## config.mk

```make
export PLATFORM = sky130hd
export DESIGN_NAME = mqos_core
export DESIGN_NICKNAME = d
export VERILOG_FILES = /design/src/core/mqos_errq.v /design/src/core/mqos_core.v
export VERILOG_INCLUDE_DIRS = /design/src /design/src/core
export SDC_FILE = /design/constraint.sdc
export NUM_CORES = 1
export LEC_CHECK = 0
export BUFFER_PORTS_ARGS = -buffer_cell sky130_fd_sc_hd__buf_2
export CAP_MARGIN = 20
export CORE_MARGIN = 1.5
export CORE_UTILIZATION = 45
export CTS_CLUSTER_SIZE = 25
export DETAILED_ROUTE_END_ITERATION = 8
export PLACE_DENSITY = 0.66
export SYNTH_ARGS = -nofsm -noshare
export SYNTH_HDL_FRONTEND = slang
export SYNTH_SLANG_ARGS = --single-unit
```

## constraint.sdc

```tcl
create_clock -name pclk -period 9.6 [get_ports pclk]
set_input_delay 1.44 -clock pclk [delete_from_list [all_inputs] [get_ports pclk]]
set_output_delay 1.44 -clock pclk [all_outputs]
set_load 0.005 [all_outputs]
```

## src/core/mqos_defs.vh

```
// Constants for the measurement query and operation status block
`ifndef MQOS_DEFS_VH
`define MQOS_DEFS_VH
// ==========================================================
// Register byte addresses
`define MQOS_A_CMD      8'h00
`define MQOS_A_STATUS   8'h04
`define MQOS_A_ERRQ     8'h08
`define MQOS_A_COND     8'h10
`define MQOS_A_ENABLE   8'h14
`define MQOS_A_EVENT    8'h18
`define MQOS_A_FALL     8'h1c
`define MQOS_A_RISE     8'h20
`define MQOS_A_RESP0    8'h40
`define MQOS_A_RESP9    8'h64
// ==========================================================
// Command word fields and opcodes
`define MQOS_OP_LSB     0
`define MQOS_OP_MSB     3
`define MQOS_ARG_LSB    4
`define MQOS_ARG_MSB    6
`define MQOS_OP_HCUR    4'h0
`define MQOS_OP_HRAT    4'h1
`define MQOS_OP_FREQ    4'h2
`define MQOS_OP_APP     4'h3
`define MQOS_OP_PF      4'h4
`define MQOS_OP_REAC    4'h5
`define MQOS_OP_REAL    4'h6
`define MQOS_OP_VRMS    4'h7
`define MQOS_OP_VHIGH   4'h8
`define MQOS_OP_VLOW    4'h9
`define MQOS_OP_VAVG    4'ha
`define MQOS_OP_DSET    4'hb
`define MQOS_OP_DGET    4'hc
`define MQOS_OP_CLS     4'hd
// ==========================================================
// Display selection codes
`define MQOS_DISP_RMS   3'h0
`define MQOS_DISP_GRP1  3'h3
`define MQOS_DISP_GRP4  3'h6
// ==========================================================
// Output mode codes
`define MQOS_MODE_INT_AC      3'h0
`define MQOS_MODE_SYNC_AC     3'h1
`define MQOS_MODE_SYNC_ACDC   3'h2
// ==========================================================
// Scaled limits and sentinels (16 bit two's complement)
`define MQOS_ZERO       16'h0000
`define MQOS_HCUR_FS    16'h05dc
`define MQOS_HRAT_FS    16'h1388
`define MQOS_FREQ_MIN   16'h017c
`define MQOS_FREQ_MAX   16'h1482
`define MQOS_APP_FS     16'h0578
`define MQOS_REAC_FS    16'h0578
`define MQOS_REAL_FS    16'h04b0
`define MQOS_PF_MAX     16'h0064
`define MQOS_V01_LO     16'h09c4
`define MQOS_V01_HI     16'h1388
`define MQOS_VPK_LO     16'h00fa
`define MQOS_VPK_HI     16'h01f4
`define MQOS_S9999      16'h270f
`define MQOS_S999       16'h03e7
`define MQOS_SNEG999    16'hfc19
// ==========================================================
// Error codes and queue
`define MQOS_ERR_MODE   16'h0003
`define MQOS_ERR_BUSY   16'h0004
`define MQOS_ERR_FREQ   16'h0006
`define MQOS_ERR_MANY   16'hfea2
`define MQOS_EQ_DEPTH   5'h14
// ==========================================================
// Operation status mask and harmonic scan end
`define MQOS_EVENT_LATCH_A_MASK  15'h5002
`define MQOS_HARM_LAST  4'h9
`endif

```

## src/core/mqos_errq.v

```verilog
// Error queue: twenty entry first-in first-out with overflow marker
`include "mqos_defs.vh"
`default_nettype none
module mqos_errq (
  input  wire        pclk,
  input  wire        presetn,
  input  wire        clr,
  input  wire        push,
  input  wire [15:0] code,
  input  wire        pop,
  output wire [15:0] head,
  output reg  [4:0]  count
);
  // ========================================================
  // Storage, entry 0 is the oldest
  wire [15:0] ent [0:20];
  wire        do_pop;
  wire        full;
  wire [4:0]  wr_pos;
  assign do_pop = pop & (count != 5'h00);
  assign full   = (count == `MQOS_EQ_DEPTH);
  assign wr_pos = do_pop ? count - 5'h01 : count;
  assign head   = ent[0];
  assign ent[20] = 16'h0000;
  genvar i;
  generate
    for (i = 0; i < 20; i = i + 1)
    begin : g_ent
      reg [15:0] val;
      assign ent[i] = val;
      always @(posedge pclk or negedge presetn)
      begin
        if (!presetn)
          val <= 16'h0000;
        else if (clr)
          val <= 16'h0000;
        else if (push && full && !do_pop && i == 19)
          val <= `MQOS_ERR_MANY;
        else if (push && wr_pos == i)
          val <= code;
        else if (do_pop)
          val <= ent[i + 1];
      end
    end
  endgenerate
  // ========================================================
  // Fill level
  always @(posedge pclk or negedge presetn)
  begin
    if (!presetn)
      count <= 5'h00;
    else if (clr)
      count <= 5'h00;
    else if (push && !do_pop && !full)
      count <= count + 5'h01;
    else if (do_pop && !push)
      count <= count - 5'h01;
  end
endmodule
`default_nettype wire

```

## src/core/mqos_core.v

```verilog
// Measurement query interpreter and operation status registers on APB
`include "mqos_defs.vh"
`default_nettype none
module mqos_core (
  input  wire               pclk,
  input  wire               presetn,
  input  wire               psel,
  input  wire               penable,
  input  wire               pwrite,
  input  wire [7:0]         paddr,
  input  wire [31:0]        pwdata,
  output reg  [31:0]        prdata,
  output reg                pready,
  output reg                pslverr,
  input  wire [2:0]         out_mode,
  input  wire               freq_is_50_60,
  input  wire               range_high,
  input  wire [14:0]        event_latch_a_cond_in,
  input  wire signed [15:0] meas_harm_cur,
  input  wire signed [15:0] meas_harm_ratio,
  input  wire signed [15:0] meas_sync_freq,
  input  wire signed [15:0] meas_app_pwr,
  input  wire signed [15:0] meas_pf,
  input  wire signed [15:0] meas_reac_pwr,
  input  wire signed [15:0] meas_real_pwr,
  input  wire signed [15:0] meas_v_rms,
  input  wire signed [15:0] meas_v_high,
  input  wire signed [15:0] meas_v_low,
  input  wire signed [15:0] meas_v_avg,
  output reg  [5:0]         meas_harm_index,
  output reg                event_latch_a_summary,
  output reg  [2:0]         disp_sel
);
  // ========================================================
  // Range check with sentinel substitution
  function signed [15:0] fit;
    input signed [15:0] v;
    input signed [15:0] lo;
    input signed [15:0] hi;
    input signed [15:0] sent;
    begin
      fit = (v < lo || v > hi) ? sent : v;
    end
  endfunction
  // ========================================================
  // State
  reg        busy;
  reg        hkind;
  reg [3:0]  hcnt;
  reg        last_ok;
  reg        last_bad;
  reg        err_rd_ok;
  reg [14:0] cond;
  reg [14:0] enable;
  reg [14:0] event_latch_a;
  reg [14:0] fall_filt;
  reg [14:0] rise_filt;
  // ========================================================
  // Bus decode
  wire        setup;
  wire        acc;
  wire        wr_acc;
  wire        rd_acc;
  wire [3:0]  op;
  wire [2:0]  arg;
  wire        cmd_go;
  wire [15:0] eq_head;
  wire [4:0]  eq_count;
  assign setup  = psel & ~penable;
  assign acc    = psel & penable & pready;
  assign wr_acc = acc & pwrite;
  assign rd_acc = acc & ~pwrite;
  assign op     = pwdata[`MQOS_OP_MSB:`MQOS_OP_LSB];
  assign arg    = pwdata[`MQOS_ARG_MSB:`MQOS_ARG_LSB];
  // Commands arriving during a harmonic scan are dropped, not queued
  assign cmd_go = wr_acc & (paddr == `MQOS_A_CMD) & ~busy;
  // ========================================================
  // Scaled limits
  wire signed [15:0] v01_fs;
  wire signed [15:0] vpk_fs;
  wire signed [15:0] hval;
  wire               harm_disp;
  wire               sync_mode;
  wire [5:0]         harm_base;
  assign v01_fs    = range_high ? `MQOS_V01_HI : `MQOS_V01_LO;
  assign vpk_fs    = range_high ? `MQOS_VPK_HI : `MQOS_VPK_LO;
  assign harm_disp = (disp_sel >= `MQOS_DISP_GRP1);
  assign sync_mode = (out_mode == `MQOS_MODE_SYNC_AC) ||
                     (out_mode == `MQOS_MODE_SYNC_ACDC);
  assign harm_base = {3'h0, arg} * 6'h0a - 6'h09;
  assign hval = hkind ?
    fit(meas_harm_ratio, `MQOS_ZERO, `MQOS_HRAT_FS, `MQOS_S9999) :
    fit(meas_harm_cur, `MQOS_ZERO, `MQOS_HCUR_FS, `MQOS_S9999);
  // ========================================================
  // Command decode
  reg        c_err;
  reg [15:0] c_code;
  reg        c_bad;
  reg        c_we;
  reg [15:0] c_val;
  reg        c_hstart;
  reg        c_dset;
  reg        c_cls;
  always @*
  begin
    c_err    = 1'b0;
    c_code   = 16'h0000;
    c_bad    = 1'b0;
    c_we     = 1'b0;
    c_val    = 16'h0000;
    c_hstart = 1'b0;
    c_dset   = 1'b0;
    c_cls    = 1'b0;
    if (cmd_go)
    begin
      if (harm_disp && op != `MQOS_OP_HCUR && op != `MQOS_OP_HRAT &&
          op != `MQOS_OP_DSET)
      begin
        c_err  = 1'b1;
        c_code = `MQOS_ERR_BUSY;
      end
      else
      begin
        c_we = 1'b1;
        case (op)
          `MQOS_OP_HCUR, `MQOS_OP_HRAT:
          begin
            c_we = 1'b0;
            if (arg < 3'h1 || arg > 3'h4)
              c_bad = 1'b1;
            else
              c_hstart = 1'b1;
          end
          `MQOS_OP_FREQ:
          begin
            if (!sync_mode)
            begin
              c_we   = 1'b0;
              c_err  = 1'b1;
              c_code = `MQOS_ERR_MODE;
            end
            else
              c_val = fit(meas_sync_freq, `MQOS_FREQ_MIN,
                          `MQOS_FREQ_MAX, `MQOS_S9999);
          end
          `MQOS_OP_APP:
            c_val = fit(meas_app_pwr, `MQOS_ZERO, `MQOS_APP_FS,
                        `MQOS_S9999);
          `MQOS_OP_PF:
            c_val = fit(meas_pf, `MQOS_ZERO, `MQOS_PF_MAX,
                        `MQOS_S999);
          `MQOS_OP_REAC:
            c_val = fit(meas_reac_pwr, `MQOS_ZERO, `MQOS_REAC_FS,
                        `MQOS_S9999);
          `MQOS_OP_REAL:
            c_val = fit(meas_real_pwr, `MQOS_ZERO, `MQOS_REAL_FS,
                        `MQOS_S9999);
          `MQOS_OP_VRMS:
            c_val = fit(meas_v_rms, `MQOS_ZERO, v01_fs, `MQOS_S9999);
          `MQOS_OP_VHIGH:
            c_val = fit(meas_v_high, -vpk_fs, vpk_fs, `MQOS_S999);
          `MQOS_OP_VLOW:
            c_val = fit(meas_v_low, -vpk_fs, vpk_fs, `MQOS_SNEG999);
          `MQOS_OP_VAVG:
            c_val = fit(meas_v_avg, -v01_fs, v01_fs, `MQOS_S9999);
          `MQOS_OP_DSET:
          begin
            c_we = 1'b0;
            if (arg > `MQOS_DISP_GRP4)
              c_bad = 1'b1;
            else if (arg >= `MQOS_DISP_GRP1 &&
                     out_mode == `MQOS_MODE_INT_AC && !freq_is_50_60)
            begin
              c_err  = 1'b1;
              c_code = `MQOS_ERR_FREQ;
            end
            else
              c_dset = 1'b1;
          end
          `MQOS_OP_DGET:
            c_val = {13'h0000, disp_sel};
          `MQOS_OP_CLS:
          begin
            c_we  = 1'b0;
            c_cls = 1'b1;
          end
          default:
          begin
            c_we  = 1'b0;
            c_bad = 1'b1;
          end
        endcase
      end
    end
  end
  // ========================================================
  // Result slots, one per harmonic order of a group
  wire        slot_we;
  wire [3:0]  slot_wi;
  wire [15:0] slot_wd;
  wire [3:0]  slot_ri;
  wire [15:0] slot_rd [0:9];
  wire [7:0]  slot_off;
  assign slot_we  = c_we | busy;
  assign slot_wi  = busy ? hcnt : 4'h0;
  assign slot_wd  = busy ? hval : c_val;
  assign slot_off = paddr - `MQOS_A_RESP0;
  assign slot_ri  = slot_off[5:2];
  genvar i;
  generate
    for (i = 0; i < 10; i = i + 1)
    begin : g_slot
      reg [15:0] val;
      assign slot_rd[i] = val;
      always @(posedge pclk or negedge presetn)
      begin
        if (!presetn)
          val <= 16'h0000;
        else if (slot_we && slot_wi == i)
          val <= slot_wd;
      end
    end
  endgenerate
  // ========================================================
  // Harmonic scan: index out, value taken back in the same cycle
  always @(posedge pclk or negedge presetn)
  begin
    if (!presetn)
    begin
      busy            <= 1'b0;
      hkind           <= 1'b0;
      hcnt            <= 4'h0;
      meas_harm_index <= 6'h00;
    end
    else if (c_hstart)
    begin
      busy            <= 1'b1;
      hkind           <= (op == `MQOS_OP_HRAT);
      hcnt            <= 4'h0;
      meas_harm_index <= harm_base;
    end
    else if (busy)
    begin
      hcnt            <= hcnt + 4'h1;
      // Index parks on the last order so it never points past 40
      if (hcnt == `MQOS_HARM_LAST)
        busy <= 1'b0;
      else
        meas_harm_index <= meas_harm_index + 6'h01;
    end
  end
  // ========================================================
  // Command status and display selection
  always @(posedge pclk or negedge presetn)
  begin
    if (!presetn)
    begin
      last_ok  <= 1'b0;
      last_bad <= 1'b0;
      disp_sel <= `MQOS_DISP_RMS;
    end
    else if (cmd_go)
    begin
      last_ok  <= ~c_err & ~c_bad;
      last_bad <= c_bad;
      if (c_dset)
        disp_sel <= arg;
    end
  end
  // ========================================================
  // Error queue
  wire eq_pop;
  assign eq_pop = rd_acc & (paddr == `MQOS_A_ERRQ) & err_rd_ok;
  mqos_errq u_errq (
    .pclk    (pclk),
    .presetn (presetn),
    .clr     (c_cls),
    .push    (c_err),
    .code    (c_code),
    .pop     (eq_pop),
    .head    (eq_head),
    .count   (eq_count)
  );
  // ========================================================
  // Operation status registers
  wire [14:0] next_cond;
  wire [14:0] ev_set;
  wire [14:0] ev_clr;
  wire [14:0] next_event;
  assign next_cond = event_latch_a_cond_in & `MQOS_EVENT_LATCH_A_MASK;
  assign ev_set = (fall_filt & cond & ~next_cond) |
                  (rise_filt & ~cond & next_cond);
  // On an event read, only bits already read are cleared, so a late set is kept
  assign ev_clr = c_cls ? 15'h7fff :
                  (rd_acc && paddr == `MQOS_A_EVENT) ? prdata[14:0] :
                  15'h0000;
  assign next_event = (event_latch_a & ~ev_clr) | ev_set;
  always @(posedge pclk or negedge presetn)
  begin
    if (!presetn)
    begin
      cond          <= 15'h0000;
      enable        <= 15'h0000;
      event_latch_a <= 15'h0000;
      fall_filt     <= 15'h0000;
      rise_filt     <= 15'h0000;
      event_latch_a_summary  <= 1'b0;
    end
    else
    begin
      cond          <= next_cond;
      event_latch_a <= next_event;
      event_latch_a_summary  <= |(next_event & enable);
      if (wr_acc && paddr == `MQOS_A_ENABLE)
        enable <= pwdata[14:0] & `MQOS_EVENT_LATCH_A_MASK;
      if (wr_acc && paddr == `MQOS_A_FALL)
        fall_filt <= pwdata[14:0] & `MQOS_EVENT_LATCH_A_MASK;
      if (wr_acc && paddr == `MQOS_A_RISE)
        rise_filt <= pwdata[14:0] & `MQOS_EVENT_LATCH_A_MASK;
    end
  end
  // ========================================================
  // APB read mux and answer, one wait-free access cycle
  reg [31:0] rd_data;
  reg        rd_hit;
  always @*
  begin
    rd_data = 32'h00000000;
    rd_hit  = 1'b1;
    case (paddr)
      `MQOS_A_CMD:    rd_data = 32'h00000000;
      `MQOS_A_STATUS: rd_data = {19'h00000, eq_count, 1'b0, disp_sel,
                                 1'b0, last_bad, last_ok, busy};
      `MQOS_A_ERRQ:   rd_data = {{16{eq_head[15]}}, eq_head};
      `MQOS_A_COND:   rd_data = {17'h00000, cond};
      `MQOS_A_ENABLE: rd_data = {17'h00000, enable};
      `MQOS_A_EVENT:  rd_data = {17'h00000, event_latch_a};
      `MQOS_A_FALL:   rd_data = {17'h00000, fall_filt};
      `MQOS_A_RISE:   rd_data = {17'h00000, rise_filt};
      default:
      begin
        if (paddr >= `MQOS_A_RESP0 && paddr <= `MQOS_A_RESP9 &&
            paddr[1:0] == 2'h0)
          rd_data = {{16{slot_rd[slot_ri][15]}}, slot_rd[slot_ri]};
        else
          rd_hit = 1'b0;
      end
    endcase
  end
  always @(posedge pclk or negedge presetn)
  begin
    if (!presetn)
    begin
      prdata    <= 32'h00000000;
      pready    <= 1'b0;
      pslverr   <= 1'b0;
      err_rd_ok <= 1'b0;
    end
    else if (setup)
    begin
      prdata    <= pwrite ? 32'h00000000 : rd_data;
      pready    <= 1'b1;
      pslverr   <= ~rd_hit;
      err_rd_ok <= (eq_count != 5'h00);
    end
    else
    begin
      pready  <= 1'b0;
      pslverr <= 1'b0;
    end
  end
endmodule
`default_nettype wire

```

# Word-level counts from Yosys, hierarchy flattened
# Index checks and enable logic that the tools add are counted.
[totals] reg_bits=565 inputBits=241 word_cells=410
[classes] addsub=8 mul=1 n_lt_le_gt_ge=30 n_eq_ne=55 n_mux=138 n_bitwise=30 n_reduce_logical=100
[ops] op="2-to-1 mux 16 bit" n=79
[ops] op="case mux 32 bit (8 select lines)" n=1
[ops] op="case mux 16 bit (10 select lines)" n=1
[ops] op="< comparator 16 x 1 -> 1 bit, second input constant" n=7
[ops] op="AND 15 bit" n=6
[ops] op="binary-select mux 16 bit (select 4 bit)" n=1
[ops] op="> comparator 16 x 12 -> 1 bit, second input constant" n=4
[ops] op="2-to-1 mux 32 bit" n=2
[ops] op="nonzero test 3 bit" n=20
[ops] op="< comparator 16 bit" n=3
[ops] op="logical AND 1 bit" n=46
[ops] op="inverter 15 bit" n=3
[ops] op="== test 5 x 4 -> 1 bit, second input constant" n=8
[ops] op="== test 4 bit, second input constant" n=9
[ops] op="== test 4 x 3 -> 1 bit, second input constant" n=8
[ops] op="== test 8 x 5 -> 1 bit, second input constant" n=4
[ops] op="> comparator 16 x 10 -> 1 bit" n=2
[ops] op="> comparator 16 x 14 -> 1 bit" n=2
[ops] op="> comparator 16 x 14 -> 1 bit, second input constant" n=2
[ops] op="2-to-1 mux 1 bit" n=31
[ops] op="2-to-1 mux 15 bit" n=2
[ops] op="OR 15 bit" n=2
[ops] op="== test 5 bit, second input constant" n=5
[ops] op="== test 5 x 3 -> 1 bit, second input constant" n=4
[ops] op="other kinds (59)" n=110

# Depth between registers and ports, before layout
[depth] depth_word=13 depth_mapped=13 depth_no_buf=9

# By module
# From an unflattened synthesis, not the netlist that was laid out.
[unflattened] hier_cells=3329 area_unflattened_um2=30681.9
[modules_own_cells] module="mqos_errq" n_inst=1 cells_each=1907 area_each_um2=17500.5
[modules_own_cells] module="mqos_core" n_inst=1 cells_each=1422 area_each_um2=13181.4

# Least setup slack after synthesis
# Ideal clock, no wire load.
[synth_path] kind="input-to-reg" start="input port range_high" end="register g_slot[0].val[11]" setup_time_ns=0.150 arrival_ns=3.947 t_required_ns=9.450 path_slack_ns=5.504 path_stages=9 path_cell_list="inv_1 > ha_1 > and4b_1 > and4_1 > o21ai_0 > nand2_1 > a311o_1 > a2111oi_0 > a221oi_1"
[synth_between] elab_chain_len=9
[synth_rtl] item="start: declaration" line_no="mqos_core.v:17" source="input wire range_high,"
[synth_rtl] item="2-to-1 mux 13 bit (no line) or 2-to-1 mux 9 bit (tied branches)"
[synth_rtl] item="negation 13 -> 16 bit or negation 9 -> 16 bit (tied branches)" line_no="mqos_core.v:165, mqos_core.v:161, mqos_core.v:163"
[synth_rtl] item="< comparator 16 bit" line_no="mqos_core.v:42" source="fit = (v < lo || v > hi) ? sent : v;"
[synth_rtl] item="logical OR 1 bit" line_no="mqos_core.v:42"
[synth_rtl] item="2-to-1 mux 16 bit" line_no="mqos_core.v:42"
[synth_rtl] item="case mux 16 bit (10 select lines) *" line_no="mqos_core.v:125" source="case (op)"
[synth_rtl] item="2-to-1 mux 16 bit *" line_no="mqos_core.v:116" source="if (harm_disp && op != `MQOS_OP_HCUR && op != `MQOS_OP_HRAT &&"
[synth_rtl] item="2-to-1 mux 16 bit *" line_no="mqos_core.v:114" source="if (cmd_go)"
[synth_rtl] item="2-to-1 mux 16 bit *" line_no="mqos_core.v:206" source="assign slot_wd = busy ? hval : c_val;"
[synth_rtl] item="end signal: assignment" line_no="mqos_core.v:220" source="val <= slot_wd;"
[synth_rtl] item="end: declaration" line_no="mqos_core.v:213" source="reg [15:0] val;"
# Every way passes the cells marked *; elsewhere a longest branch is shown, timed or not.
# A chain may end at the register's enable or synchronous reset.

# Worst setup path after layout
[layout_path] start="input port range_high" end="register g_slot[0].val[6]"
# Same word-level chain as after synthesis.

==> qor.txt <==
Status = finished, final reports clean
Port bufs = 249
Gr busiest metal = met2
Most common cell in the netlist = dfrtp_1
Ports = 285
Post-synth cell types = 82
Die ar. = 40100 um^2
CTS Buf Count = 36
Register area share after synthesis = 44.2%
Power Dens Cells = 143 nW/um^2
Postcts setup bufs = 0
Worst hold margin = 0.470 ns
Syn nets = 2139
Routed length per instance = 22.4 um
Initial antenna violation count = 3
Vias in the first global route = 15538
Initial DRT Pass Iterations = 5
# Max-Cap Violations = 0
Crit Path Category = primary input to register
Setup TNS = 0 ns
Peak Freq = 214 MHz
Met2 usage = 47.5%
Pins Over Slew Limit = 0
Share of post-route cells with drive strength above 1 = 21.1%
Iter 0 DRT Violations = 1416
Routing usage on met3 = 4.98%
Post-cts resize count = 0
Final ANT Viol Nets = 0
Synth top area cells = dfrtp_1 44%, nand2_1 6.5%, o21ai_0 4.7%
Vias post-DR = 15721
CTS sink count = 309
Grt met1 use = 37.9%
R2R Setup Slk = 5.52 ns
Setup violators final = 0
Post-Syn Instances = 1858
GRT Util Overall = 28.7%
Initial Util = 45.5%
Grt total ovfl = 0
Sequential cell area = 7730 um^2
CTS root buf = clkbuf_16
Pleak = 9.34 nW
TritonCTS clock tree = built
Unrepaired setup endpoints after global routing = false
CTS Buffer Depth = 3
Synth Register Bits = 309
Rel. slew slack = 23.4%
Synth area leader = dfrtp_1
Clock latency on the worst-skew pair = 0.53 ns
CP arrival = 5.05 ns
Minimum clock period = 4.67 ns
Synthesized area = 17500 um^2
Post-synth ARST share = 100%
Num rows = 72
Area of the multi-input gates = 9100 um^2
Drt total wl = 58100 um
Worst Hold Class = register to register
Worst Setup End Kind = register
Setup crit start kind = primary input
Hpwl dp = 42100 um
Share of the synthesized area in the top cell type = 44.2%
Nets@finish = 2326
CP Data Required Time = 9.98 ns
DRC Markers = 0
Layout area overhead = 15.7%
Filler Cells Inserted = 3575
Final Cycle Share = 48.6%
GPL Wtd Cong = 0.957
Synth Flop Type = dfrtp_1
Max VDD drop = 0.000118 V
Worst-path maximum fanout = 20
CTS Hold Bufs = 0
Number of synthesis warnings = 0
Number of enable flip-flop cells after synthesis = 0
CTS H-tree lvls = 2
First-pass GRT wire length = 90200 um
Die width = 200 um
Largest net degree at the start of global routing = 106
Fin. Hold Viols = 0
Reg clk slew, reported paths = 0.06 ns
Die Y = 200 um
Top cells by count, synth = 309 x dfrtp_1, 302 x nand2_1, 164 x o21ai_0
Worst-Margin Slew = 1.15 ns
Clk_skew = 0.0170 ns
Via density = 6.07
Syn Area/Cell = 9.41 um^2
Core area = 38500 um^2
==> critical path, stage by stage <==
cell and delay, ns:
buf_2 0.27, inv_1 0.43, ha_1 0.35, or4_1 0.46, o41ai_1 0.75, a31oi_1 0.34
and2_1 0.26, a2111oi_0 0.62, nor2_1 0.11
==> layer usage <==
layer,part of all wire [%],up-vias
met2,48,561
li1,-,7282
met1,42,7784
met3,6.2,94
met5,0,-
met4,3.3,0
==> logic make-up after synthesis <==
group	Yosys count	synth area share (%)
multiplexers	80	7.23
buffers and inverters	161	3.90
adder cells (fa/ha/maj)	40	2.86
flip-flops	309	44.2
AND/OR/NAND/NOR	710	20.2
AO/OA/AOI/OAI	543	20.9
XOR/XNOR	15	0.751
==> metrics by stage <==
step / cells / instance area (um^2) / power, mW / utilization, % / setup slack (ns)
global placement: 2524 / 19100 / 1.57 / 49.5 / 4.46
floorplan: 1858 / 17500 / 1.44 / - / 5.50
detailed placement: 2524 / 19100 / 1.58 / 49.5 / 4.41
CTS: 2586 / 20200 / 2.91 / 52.5 / 4.95
global route: 2589 / 20200 / 2.99 / 52.6 / 4.76
finish: 2590 / 20200 / 2.89 / 52.6 / 4.93
==> worst paths after layout <==
kind | from | endpoint | cells after the start
max | range_high | g_slot[0].val[6] | 9
min | prdata[13] | event_latch_a[13] | 1
max reg2reg | u_errq.count[0] | u_errq.g_ent[15].val[0] | 9
min reg2reg | prdata[13] | event_latch_a[13] | 1
max in group asynchronous | presetn | prdata[11] | 3
min in group asynchronous | presetn | u_errq.g_ent[10].val[14] | 1
==> power by group <==
part / internal [mW] / total, mW / switching (mW) / leakage [nW]
registers: 1.31 / 1.31 / 0.00422 / 3.76
clock network: 0.787 / 1.33 / 0.544 / 0.570
logic: 0.0893 / 0.245 / 0.156 / 5.01
total: 2.18 / 2.89 / 0.704 / 9.34
==> layout by cell type, fill, tap and decap left out, types with 31 or more instances in the layout <==
cell	count
dfrtp_1	309
nand2_1	302
buf_2	248
o21ai_0	163
a21oi_1	99
nor2_1	87
nand3_1	69
mux2_2	41
ha_1	40
clkbuf_16	38
and3_1	36
nor3_1	34
inv_1	33
mux4_2	33
nor2b_1	31
==> area by class of cell <==
class                           instances  area share [%]
Clock inverter                          9           0.328
Multi-Input combinational cell       1388            45.0
Sequential cell                       309            38.2
Tap cell                              518            3.20
Clock buffer                           53            5.37
Timing Repair Buffer                  275            7.27
Inverter                               35           0.649
Antenna cell                            3          0.0371
==> state kept, by name (all words and copies together) (netlist names) <==
name and count:
g_slot.val 160, u_errq.g_ent.val 76, prdata 16, event_latch_a 15, meas_harm_index 6, u_errq.count 5
hcnt 4, u_errq.head 4, cond 3, disp_sel 3, enable 3, fall_filt 3
rise_filt 3, busy 1, err_rd_ok 1, event_latch_a_summary 1, hkind 1, last_bad 1
last_ok 1, pready 1, pslverr 1
(Power assumes the default switching activity.)
